`config.mk`:
```
export PLATFORM = sky130hd
export DESIGN_NAME = sltc_link_tx_control
export DESIGN_NICKNAME = d
export VERILOG_FILES = /design/src/sltc_link_tx_control.v
export VERILOG_INCLUDE_DIRS = /design/src /design/src/src
export SDC_FILE = /design/constraint.sdc
export NUM_CORES = 1
export LEC_CHECK = 0
export BUFFER_PORTS_ARGS = -buffer_cell sky130_fd_sc_hd__buf_2
export CAP_MARGIN = 5
export CELL_PAD_IN_SITES_DETAIL_PLACEMENT = 0
export CELL_PAD_IN_SITES_GLOBAL_PLACEMENT = 1
export CORE_ASPECT_RATIO = 0.5
export CORE_MARGIN = 5
export CORE_UTILIZATION = 38
export DETAILED_ROUTE_END_ITERATION = 10
export PLACE_DENSITY = 0.79
export SLEW_MARGIN = 20
export SYNTH_ARGS = -nofsm -noshare
export SYNTH_HDL_FRONTEND = slang
export SYNTH_SLANG_ARGS = --single-unit
```
`constraint.sdc`:
```
create_clock -name clk_sys_i -period 3.2 [get_ports clk_sys_i]
set_input_delay 0.48 -clock clk_sys_i [delete_from_list [all_inputs] [get_ports clk_sys_i]]
set_output_delay 0.48 -clock clk_sys_i [all_outputs]
set_load 0.05 [all_outputs]
```
`src/sltc_regs.vh`:
```
// Function
// - timestamp enable puts external timestamp into LSB of every output sample
// - timestamp path delay equals analog sample path delay
// - timestamp sits in lowest bit of N-bit field, converter bits intact
// - subsystem enable: 0 off, 1 on, resets to 1
// - enable low holds link in reset, serializers down, clocks gated
// - enable low holds multiframe counter in reset, sysref ignored
// - six-bit output-mode field in bits 5:0 selects link configuration
// - eight-bit field holds frames per multiframe minus one, reset 0x1F
// - 64b/66b modes ignore field, length is 256 times E over F
`ifndef SLTC_REGS_VH
`define SLTC_REGS_VH
// ---------------------------------------------------------------
// register offsets (byte addresses = 4 * index)
// ---------------------------------------------------------------
`define SLTC_IDX_TS_CTRL   12'h160
`define SLTC_IDX_SUB_EN    12'h200
`define SLTC_IDX_OUT_MODE  12'h201
`define SLTC_IDX_KM1       12'h202
`define SLTC_IDX_STATUS    12'h210
`define SLTC_IDX_E_PARAM   12'h211
// ---------------------------------------------------------------
// fields and reset values
// ---------------------------------------------------------------
`define SLTC_TS_EN_BIT     0
`define SLTC_SUB_EN_BIT    0
`define SLTC_MODE_MSB      5
`define SLTC_RST_TS_CTRL   8'h00
`define SLTC_RST_SUB_EN    8'h01
`define SLTC_RST_OUT_MODE  8'h00
`define SLTC_RST_KM1       8'h1F
`define SLTC_RST_E_PARAM   8'h01
`define SLTC_K64_SCALE     16'h0100
`define SLTC_ILA_CS        2'h0
`endif

```
`src/sltc_link_tx_control.v`:
```
`timescale 1ns/10ps
`include "sltc_regs.vh"
// ---------------------------------------------------------------
// link transmit control register bank
// ---------------------------------------------------------------
module sltc_link_tx_control #(
    parameter N_BITS   = 16,
    parameter ADC_BITS = 9,
    parameter PIPE     = 2
) (
    // clock and reset
    input  wire                clk_sys_i,
    input  wire                rst_n_i,
    // avalon-mm slave
    input  wire [13:0]         avs_address_i,
    input  wire                avs_read_i,
    input  wire                avs_write_i,
    input  wire [31:0]         avs_writedata_i,
    input  wire [3:0]          avs_byteenable_i,
    output reg  [31:0]         avs_readdata_o,
    output reg                 avs_waitrequest_o,
    output reg  [1:0]          avs_response_o,
    // sample path
    input  wire [ADC_BITS-1:0] adc_sample_i,
    input  wire                timestamp_i,
    output reg  [N_BITS-1:0]   link_sample_o,
    // link control
    input  wire                sysref_i,
    output reg                 link_reset_n_o,
    output reg                 serializer_power_o,
    output reg                 link_clock_enable_o,
    output reg  [5:0]          link_output_mode_o,
    output reg  [1:0]          ila_control_bits_o,
    output reg  [8:0]          frames_per_multiframe_o,
    output reg  [8:0]          mf_count_o
);

    // registers
    reg [7:0]          timestamp_lsb_control;
    reg [7:0]          link_subsystem_enable;
    reg [7:0]          link_output_mode;
    reg [7:0]          multiframe_length_minus_one;
    reg [7:0]          e_param;
    reg                pending;
    reg [31:0]         next_rdata;
    reg                hit;
    reg [11:0]         idx;
    // synchronisers for pins
    reg                ts_s1, ts_s2, sr_s1, sr_s2, sr_d;
    reg [ADC_BITS-1:0] adc_s1, adc_s2;
    reg [PIPE-1:0]     ts_pipe;
    reg [ADC_BITS-1:0] adc_pipe [0:PIPE-1];
    wire               en  = link_subsystem_enable[`SLTC_SUB_EN_BIT];
    wire               m64 = link_output_mode[5];
    reg  [31:0]        k64_full;
    reg  [15:0]        k64;
    reg  [8:0]         k_eff;
    reg  [N_BITS-1:0]  smp;
    integer            i;

    // true for every index that answers with an ok response
    function is_mapped;
        input [11:0] a;
        begin
            is_mapped = (a == `SLTC_IDX_TS_CTRL) || (a == `SLTC_IDX_SUB_EN) ||
                        (a == `SLTC_IDX_OUT_MODE) || (a == `SLTC_IDX_KM1) ||
                        (a == `SLTC_IDX_STATUS) || (a == `SLTC_IDX_E_PARAM);
        end
    endfunction

    // ---------------------------------------------------------------
    // bus decode
    // ---------------------------------------------------------------
    always @* begin
        idx = avs_address_i[13:2];
        hit = is_mapped(idx);
        next_rdata = 32'h00000000;
        case (idx)
            `SLTC_IDX_TS_CTRL:  next_rdata = {24'h000000, timestamp_lsb_control};
            `SLTC_IDX_SUB_EN:   next_rdata = {24'h000000, link_subsystem_enable};
            `SLTC_IDX_OUT_MODE: next_rdata = {24'h000000, link_output_mode};
            `SLTC_IDX_KM1:      next_rdata = {24'h000000, multiframe_length_minus_one};
            `SLTC_IDX_STATUS:   next_rdata = {15'h0000, en, mf_count_o[7:0], k_eff[7:0]};
            `SLTC_IDX_E_PARAM:  next_rdata = {24'h000000, e_param};
            default:            next_rdata = 32'h00000000;
        endcase
    end

    // one wait cycle per access; write lands when waitrequest drops
    always @(posedge clk_sys_i or negedge rst_n_i) begin
        if (!rst_n_i) begin
            pending                     <= 1'b0;
            avs_waitrequest_o           <= 1'b1;
            avs_readdata_o              <= 32'h00000000;
            avs_response_o              <= 2'h0;
            timestamp_lsb_control       <= `SLTC_RST_TS_CTRL;
            link_subsystem_enable       <= `SLTC_RST_SUB_EN;
            link_output_mode            <= `SLTC_RST_OUT_MODE;
            multiframe_length_minus_one <= `SLTC_RST_KM1;
            e_param                     <= `SLTC_RST_E_PARAM;
        end else begin
            avs_waitrequest_o <= 1'b1;
            pending           <= 1'b0;
            if ((avs_read_i || avs_write_i) && !pending && avs_waitrequest_o) begin
                pending           <= 1'b1;
                avs_waitrequest_o <= 1'b0;
                avs_readdata_o    <= avs_read_i ? next_rdata : 32'h00000000;
                avs_response_o    <= hit ? 2'h0 : 2'h3;   // decode error
                if (avs_write_i && avs_byteenable_i[0]) begin
                    case (idx)
                        `SLTC_IDX_TS_CTRL:  timestamp_lsb_control <= avs_writedata_i[7:0];
                        `SLTC_IDX_SUB_EN:   link_subsystem_enable <= avs_writedata_i[7:0];
                        `SLTC_IDX_OUT_MODE: link_output_mode <= avs_writedata_i[7:0];
                        `SLTC_IDX_KM1:      multiframe_length_minus_one <= avs_writedata_i[7:0];
                        `SLTC_IDX_E_PARAM:  e_param <= avs_writedata_i[7:0];
                        default:            ;
                    endcase
                end
            end
        end
    end

    // ---------------------------------------------------------------
    // sample path: pins synchronised, then equal-depth pipes
    // ---------------------------------------------------------------
    always @(posedge clk_sys_i or negedge rst_n_i) begin
        if (!rst_n_i) begin
            ts_s1   <= 1'b0;
            ts_s2   <= 1'b0;
            sr_s1   <= 1'b0;
            sr_s2   <= 1'b0;
            sr_d    <= 1'b0;
            adc_s1  <= {ADC_BITS{1'b0}};
            adc_s2  <= {ADC_BITS{1'b0}};
            ts_pipe <= {PIPE{1'b0}};
            for (i = 0; i < PIPE; i = i + 1)
                adc_pipe[i] <= {ADC_BITS{1'b0}};
        end else begin
            ts_s1   <= timestamp_i;
            ts_s2   <= ts_s1;
            sr_s1   <= sysref_i;
            sr_s2   <= sr_s1;
            sr_d    <= sr_s2;
            adc_s1  <= adc_sample_i;
            adc_s2  <= adc_s1;
            // same depth on both paths keeps marker on its sample
            ts_pipe <= {ts_pipe[PIPE-2:0], ts_s2};
            adc_pipe[0] <= adc_s2;
            for (i = 1; i < PIPE; i = i + 1)
                adc_pipe[i] <= adc_pipe[i-1];
        end
    end

    // data above bit 0 so converter bits are never overwritten
    always @* begin
        smp = {N_BITS{1'b0}};
        smp[N_BITS-1 -: ADC_BITS] = adc_pipe[PIPE-1];
        if (timestamp_lsb_control[`SLTC_TS_EN_BIT])
            smp[0] = ts_pipe[PIPE-1];
        // 64b/66b length from E and F, F fixed at N_BITS/8 per lane
        k64_full = (`SLTC_K64_SCALE * {8'h00, e_param}) / (N_BITS / 8);
        k64 = k64_full[15:0];
        k_eff = m64 ? k64[8:0] : ({1'b0, multiframe_length_minus_one} + 9'h001);
    end

    // ---------------------------------------------------------------
    // link outputs and multiframe counter
    // ---------------------------------------------------------------
    always @(posedge clk_sys_i or negedge rst_n_i) begin
        if (!rst_n_i) begin
            link_sample_o           <= {N_BITS{1'b0}};
            link_reset_n_o          <= 1'b0;
            serializer_power_o      <= 1'b0;
            link_clock_enable_o     <= 1'b0;
            link_output_mode_o      <= 6'h00;
            ila_control_bits_o      <= `SLTC_ILA_CS;
            frames_per_multiframe_o <= 9'h000;
            mf_count_o              <= 9'h000;
        end else begin
            link_reset_n_o          <= en;
            serializer_power_o      <= en;
            link_clock_enable_o     <= en;
            link_output_mode_o      <= link_output_mode[`SLTC_MODE_MSB:0];
            ila_control_bits_o      <= `SLTC_ILA_CS;
            frames_per_multiframe_o <= k_eff;
            link_sample_o           <= en ? smp : {N_BITS{1'b0}};
            // counter held at zero and sysref blind while disabled
            if (!en)
                mf_count_o <= 9'h000;
            else if (sr_s2 && !sr_d)
                mf_count_o <= 9'h000;
            else if (mf_count_o + 9'h001 >= k_eff)
                mf_count_o <= 9'h000;
            else
                mf_count_o <= mf_count_o + 9'h001;
        end
    end

endmodule // sltc_link_tx_control

```
Word-level counts from Yosys, hierarchy flattened
Cells that the tools add are included.
Widths: inputs -> output; s select.
- RAM bits: 0
- input port bits: 65
- flip-flop bits (word level): 160
- memories kept: 0
- output and inout port bits: 80
- ROM bits: 0
- latch bits: 0
- eq/ne operators: 6
- $mul: 0
- divide/modulo/power cells: 0
- muxes and demuxes: 11
- shift-type cells: 0
- reduce and logical (&&, ||, !) cells: 17
- order comparisons: 1
- bitwise gates (word level): 0
- add/sub/neg operators: 2
- operators with widths (operator ; number):
    $pmux 17 s6 ; 1
    $eq 12x10->1 const B ; 5
    $mux 9 ; 4
    $mux 32 ; 1
    $mux 16 ; 1
    $reduce_and 3->1 ; 5
    $eq 12x9->1 const B ; 1
    $add 8x1->9 const B ; 1
    $add 9x1->9 const B ; 1
    $ge 9x9->1 ; 1
    $logic_or 1x1->1 ; 6
    $logic_and 1x1->1 ; 4
    $mux 1 ; 3
    $logic_not 1->1 ; 2
    $mux 2 ; 1

Longest topological paths before layout
- depth after elaboration: 7
- depth in mapped cells: 11
- gate-level depth less buffers: 11

Worst setup path after synthesis
No wires, ideal clock.
- path kind: reg-to-reg
- start: register multiframe_length_minus_one[2]
- end: register mf_count_o[2]
- clock period less this slack: 2.981 ns
- required time: 3.126 ns
- stages on the path, launching flop included: 12
- arrival time: 2.907 ns
- setup slack: 0.219 ns
- path through: dfstp_2 -> clkbuf_1 -> nand4_1 -> or2_2 -> xor2_1 -> or2_2 -> ha_1 -> a21oi_1 -> o21ai_0 -> a221o_1 -> a221o_1 -> nor2b_1
- word-level cells in the longest chain between the ends: 6
- ends and longest elaborated chain (what ; RTL line ; text):
    from (decl) ; sltc_link_tx_control.v:42 ; reg [7:0] multiframe_length_minus_one;
    from (signal assigned) ; sltc_link_tx_control.v:99 ; multiframe_length_minus_one <= `SLTC_RST_KM1;
    from (signal assigned) ; sltc_link_tx_control.v:114 ; `SLTC_IDX_KM1: multiframe_length_minus_one <= avs_writedata_i[7:0];
    $add 8x1->9 ; sltc_link_tx_control.v:163 ; k_eff = m64 ? k64[8:0] : ({1'b0, multiframe_length_minus_one} + 9'h001);
    $mux 9 ; sltc_link_tx_control.v:163 ;
    $ge 9x9->1 ; sltc_link_tx_control.v:192 ; else if (mf_count_o + 9'h001 >= k_eff)
    $mux 9 ; sltc_link_tx_control.v:192 ;
    $mux 9 ; sltc_link_tx_control.v:190 ; else if (sr_s2 && !sr_d)
    $mux 9 ; sltc_link_tx_control.v:188 ; if (!en)
    to (signal assigned) ; sltc_link_tx_control.v:195 ; mf_count_o <= mf_count_o + 9'h001;
    to (decl) ; sltc_link_tx_control.v:35 ; output reg [8:0] mf_count_o
No other way between the ends.
A chain may end at the register's enable or synchronous reset.

Worst setup path after layout
- start: register multiframe_length_minus_one[1]
- end: register mf_count_o[7]
Same word-level chain as after synthesis.

==> out/metrics.csv <==
metric,value,unit
status,"complete, no violations",
grt_max_degree,74,
grt_pass1_wl,19.8,mm
dp_worst_setup_slack,0.0615,ns
hold_viol,0,
p_leak,3.45,nW
antenna_found_initial,0,
dp.cells,720,
vias,3676,
reg2reg_from,multiframe_length_minus_one[1],
drt-vias-per-instance,4.88,
worst_pin_slew,0.661,ns
n_fill_cell,1301,
postCtsHoldBufs,0,
post-route-cell-area,0.00686,mm^2
clock_skew,0.00767,ns
reg2reg_to,mf_count_o[7],
gr-total-overflow,0,
r2r_cells,11,
h-tree-depth,4,
synth_seq_cells,138,
synth_edf_count,0,
setup_violations,0,
power_density,588,mW/mm^2
die-width,181,um
switching_power,1.07,mW
hold_ws,0.0801,ns
setup_tns,0,ns
endpoint_kind,register,
numPortBuffers,92,
drt_iter0_drc,206,
routed_wl,12.7,mm
cap_violations,0,
clockBufferDepth,2,
ir_worst_vdd,0.000354,V
die_h,95.5,um
synth_cells,428,
clkSlewWorstSetupHoldPaths,0.06,ns
slew_headroom,55.6,%
die-area,0.0173,mm^2
post_dp_cell_area,0.00625,mm^2
yosysSeqAreaShare,62.3,%
wl_per_cell,16.8,um
cp.arrival,3.38,ns
cts.sinks,138,
synth_area_per_cell,13.0,um^2
area_growth,23.4,%
final_cells,753,
period_share,95.0,%
seq_power_share,45.0,%
start_util,38.6,%
rows,31,
power.total,4.03,mW
switching_share,26.5,%
drcViolationCount,0,
worstPathMaxFanout,5,
nNetsFinal,619,
p_int,2.96,mW
rsz0062_at_grt,false,
synth_area,0.00556,mm^2
yosysWarningCount,0,
synthArstFlopShare,100,%
grt_pass1_vias,3614,
post-route-util,47.7,%
cts_tree,done,
yosysUniqueCellTypes,44,
layout_setup_ws,0.158,ns
rrSetupSlack,0.16,ns
ant_nets,0,
gp_congestion,0.813,
critPathSlowestCell,dfstp_2,
antenna_cells,0,
combPwrFrac,8.1,%
hold_path.class,primary input to asynchronous set/reset pin,
max_stage_delay,0.57,ns
dp_hpwl,8.74,mm
cp_data_required_time,3.54,ns
core,0.0144,mm^2
regArea,0.00346,mm^2
timing.fmax,0.329,GHz
ctsRootBufferMaster,clkbuf_16,
clkPwrFrac,46.9,%
ios,145,
multi_input_area,0.00189,mm^2
grt_usage,15.0,%
finalCriticalPeriod,3.04,ns
path_common_cell,or2_2,
cts_inserted_buffers,17,
drtPass1Iterations,4,
synth-main-ff-cell,dfrtp_1,
drive_gt1_share,36.8,%
crit_type,register to register,
cp_cell_sequence,ha_1 > inv_1 > or2_2 > xor2_1 > or2_2 > ha_4 > a21oi_1 > o21ai_0 > a221o_1 > a221o_2 > nor2b_1,
cp-start-kind,register,
clock_latency,0.41,ns
final_max_slew_viol_count,0,
cells in the final DEF (no fill, tap or decap), types with 2 or more instances in the layout:
master,count
nand2_1,20
nor2_1,17
inv_6,4
nor4_1,4
clkinv_4,6
a2111oi_0,3
or3_1,2
a2bb2oi_1,3
a221o_1,2
and3_1,8
a221oi_1,4
nand3_1,13
inv_1,15
buf_2,91
or2_2,2
clkbuf_16,17
o21ai_0,9
mux2i_1,6
or4_1,4
nor3_1,5
nor2b_1,12
nand4_1,6
and2_1,13
buf_4,21
conb_1,23
a32oi_1,2
a21oi_1,4
a22oi_1,4
dfstp_2,8
mux2_2,45
or4b_2,2
nand2b_1,3
a22o_1,9
xnor2_1,6
dfrtp_1,130
xor2_1,5
ha_1,10
worst max path at each step:
stage	cells past startpoint	end	startpoint	slack, ns
2_1_floorplan	11	mf_count_o[2]	multiframe_length_minus_one[2]	0.22
3_5_place_dp	11	mf_count_o[3]	multiframe_length_minus_one[1]	0.06
5_1_grt	11	mf_count_o[4]	multiframe_length_minus_one[1]	0.06
4_1_cts	11	mf_count_o[7]	multiframe_length_minus_one[1]	0.04
3_3_place_gp	11	mf_count_o[4]	multiframe_length_minus_one[1]	0.12
6_report	11	mf_count_o[7]	multiframe_length_minus_one[1]	0.16
power groups by stage:
stage               combinational [mW]  sequential (mW)  clock (mW)
floorplan                        0.182             1.89           0
global placement                 0.326             1.84           0
detailed placement               0.329             1.85           0
CTS                              0.331             1.82        1.94
global route                     0.352             1.82        2.02
finish                           0.325             1.81        1.89
cell type report:
type,count,area share (%)
Clock buffer,18,6.40
Tap cell,198,3.61
Sequential cell,138,50.5
Multi-Input combinational cell,258,27.6
Inverter,15,0.821
Clock inverter,13,1.99
Timing Repair Buffer,113,9.10
sequential cells by signal, summed over array words and instances (netlist names), 2 cells and up:
name and cells:
adc_pipe 18, adc_s1 9, adc_s2 9, avs_readdata_o 17, e_param 8, frames_per_multiframe_o 9, link_output_mode 8, link_output_mode_o 6
link_sample_o 10, link_subsystem_enable 8, mf_count_o 9, multiframe_length_minus_one 8, timestamp_lsb_control 8, ts_pipe 2
cells by family (layout without fill, tap and decap cells):
kind of cell	after synthesis	in the layout	share of synthesized area, %
DFF	138	138	62.3
AOI/OAI and AO/OA	47	48	6.39
buffers and inverters	55	159	5.60
other	1	23	0.0674
muxes	51	51	10.2
xor gates and xnor gates	11	11	1.73
adders and majority gates	11	11	2.47
and+or+nand+nor	114	114	11.3
critical path, delay by kind of cell (launching register included):
family	cells	cell delay (ns)
AO/OA/AOI/OAI	4	0.99
flip-flops	1	0.57
XOR/XNOR	1	0.17
AND/OR/NAND/NOR	3	0.78
adder cells (fa/ha/maj)	2	0.44
buffers and inverters	1	0.04
cell usage after synthesis, types with 2 or more instances:
cell type / number / area [um^2]
a2bb2oi_1: 3 / 26.3
nand2b_1: 3 / 18.8
or4b_2: 2 / 20.0
buf_4: 26 / 195
nand3_1: 13 / 65.1
clkbuf_1: 13 / 48.8
mux2_2: 45 / 507
xor2_1: 5 / 43.8
nand4_1: 6 / 37.5
nor2b_1: 12 / 75.1
a22oi_1: 4 / 30.0
a2111oi_0: 3 / 26.3
nor3_1: 5 / 25.0
or4_1: 4 / 30.0
mux2i_1: 6 / 60.1
or2_2: 2 / 12.5
and3_1: 8 / 50.1
or3_1: 2 / 12.5
a221o_1: 2 / 20.0
nor4_1: 4 / 25.0
a22o_1: 9 / 78.8
nor2_1: 17 / 63.8
o21ai_0: 10 / 50.1
dfrtp_1: 130 / 3250
dfstp_2: 8 / 210
a221oi_1: 4 / 35.0
xnor2_1: 6 / 52.6
inv_1: 15 / 56.3
and2_1: 13 / 81.3
a21oi_1: 4 / 20.0
ha_1: 11 / 138
a32oi_1: 2 / 17.5
nand2_1: 20 / 75.1
per-layer routing:
layer  global-route usage, %  part of all wire, %  vias to the layer above  wire (um)
li1                        -                    -                     1699          -
met1                    19.0                   44                     1845       5530
met2                    25.1                   49                      114       6170
met3                    4.80                  6.7                       18        844
met4                    4.68                 0.95                        0        120
met5                       0                    0                        -          0
repair_timing:
action,in CTS,in global routing
setup buffers,0,1
resized for setup,0,2
endpoints found under the setup margin,0,9
Note: power is estimated with default switching activity, not from simulation.
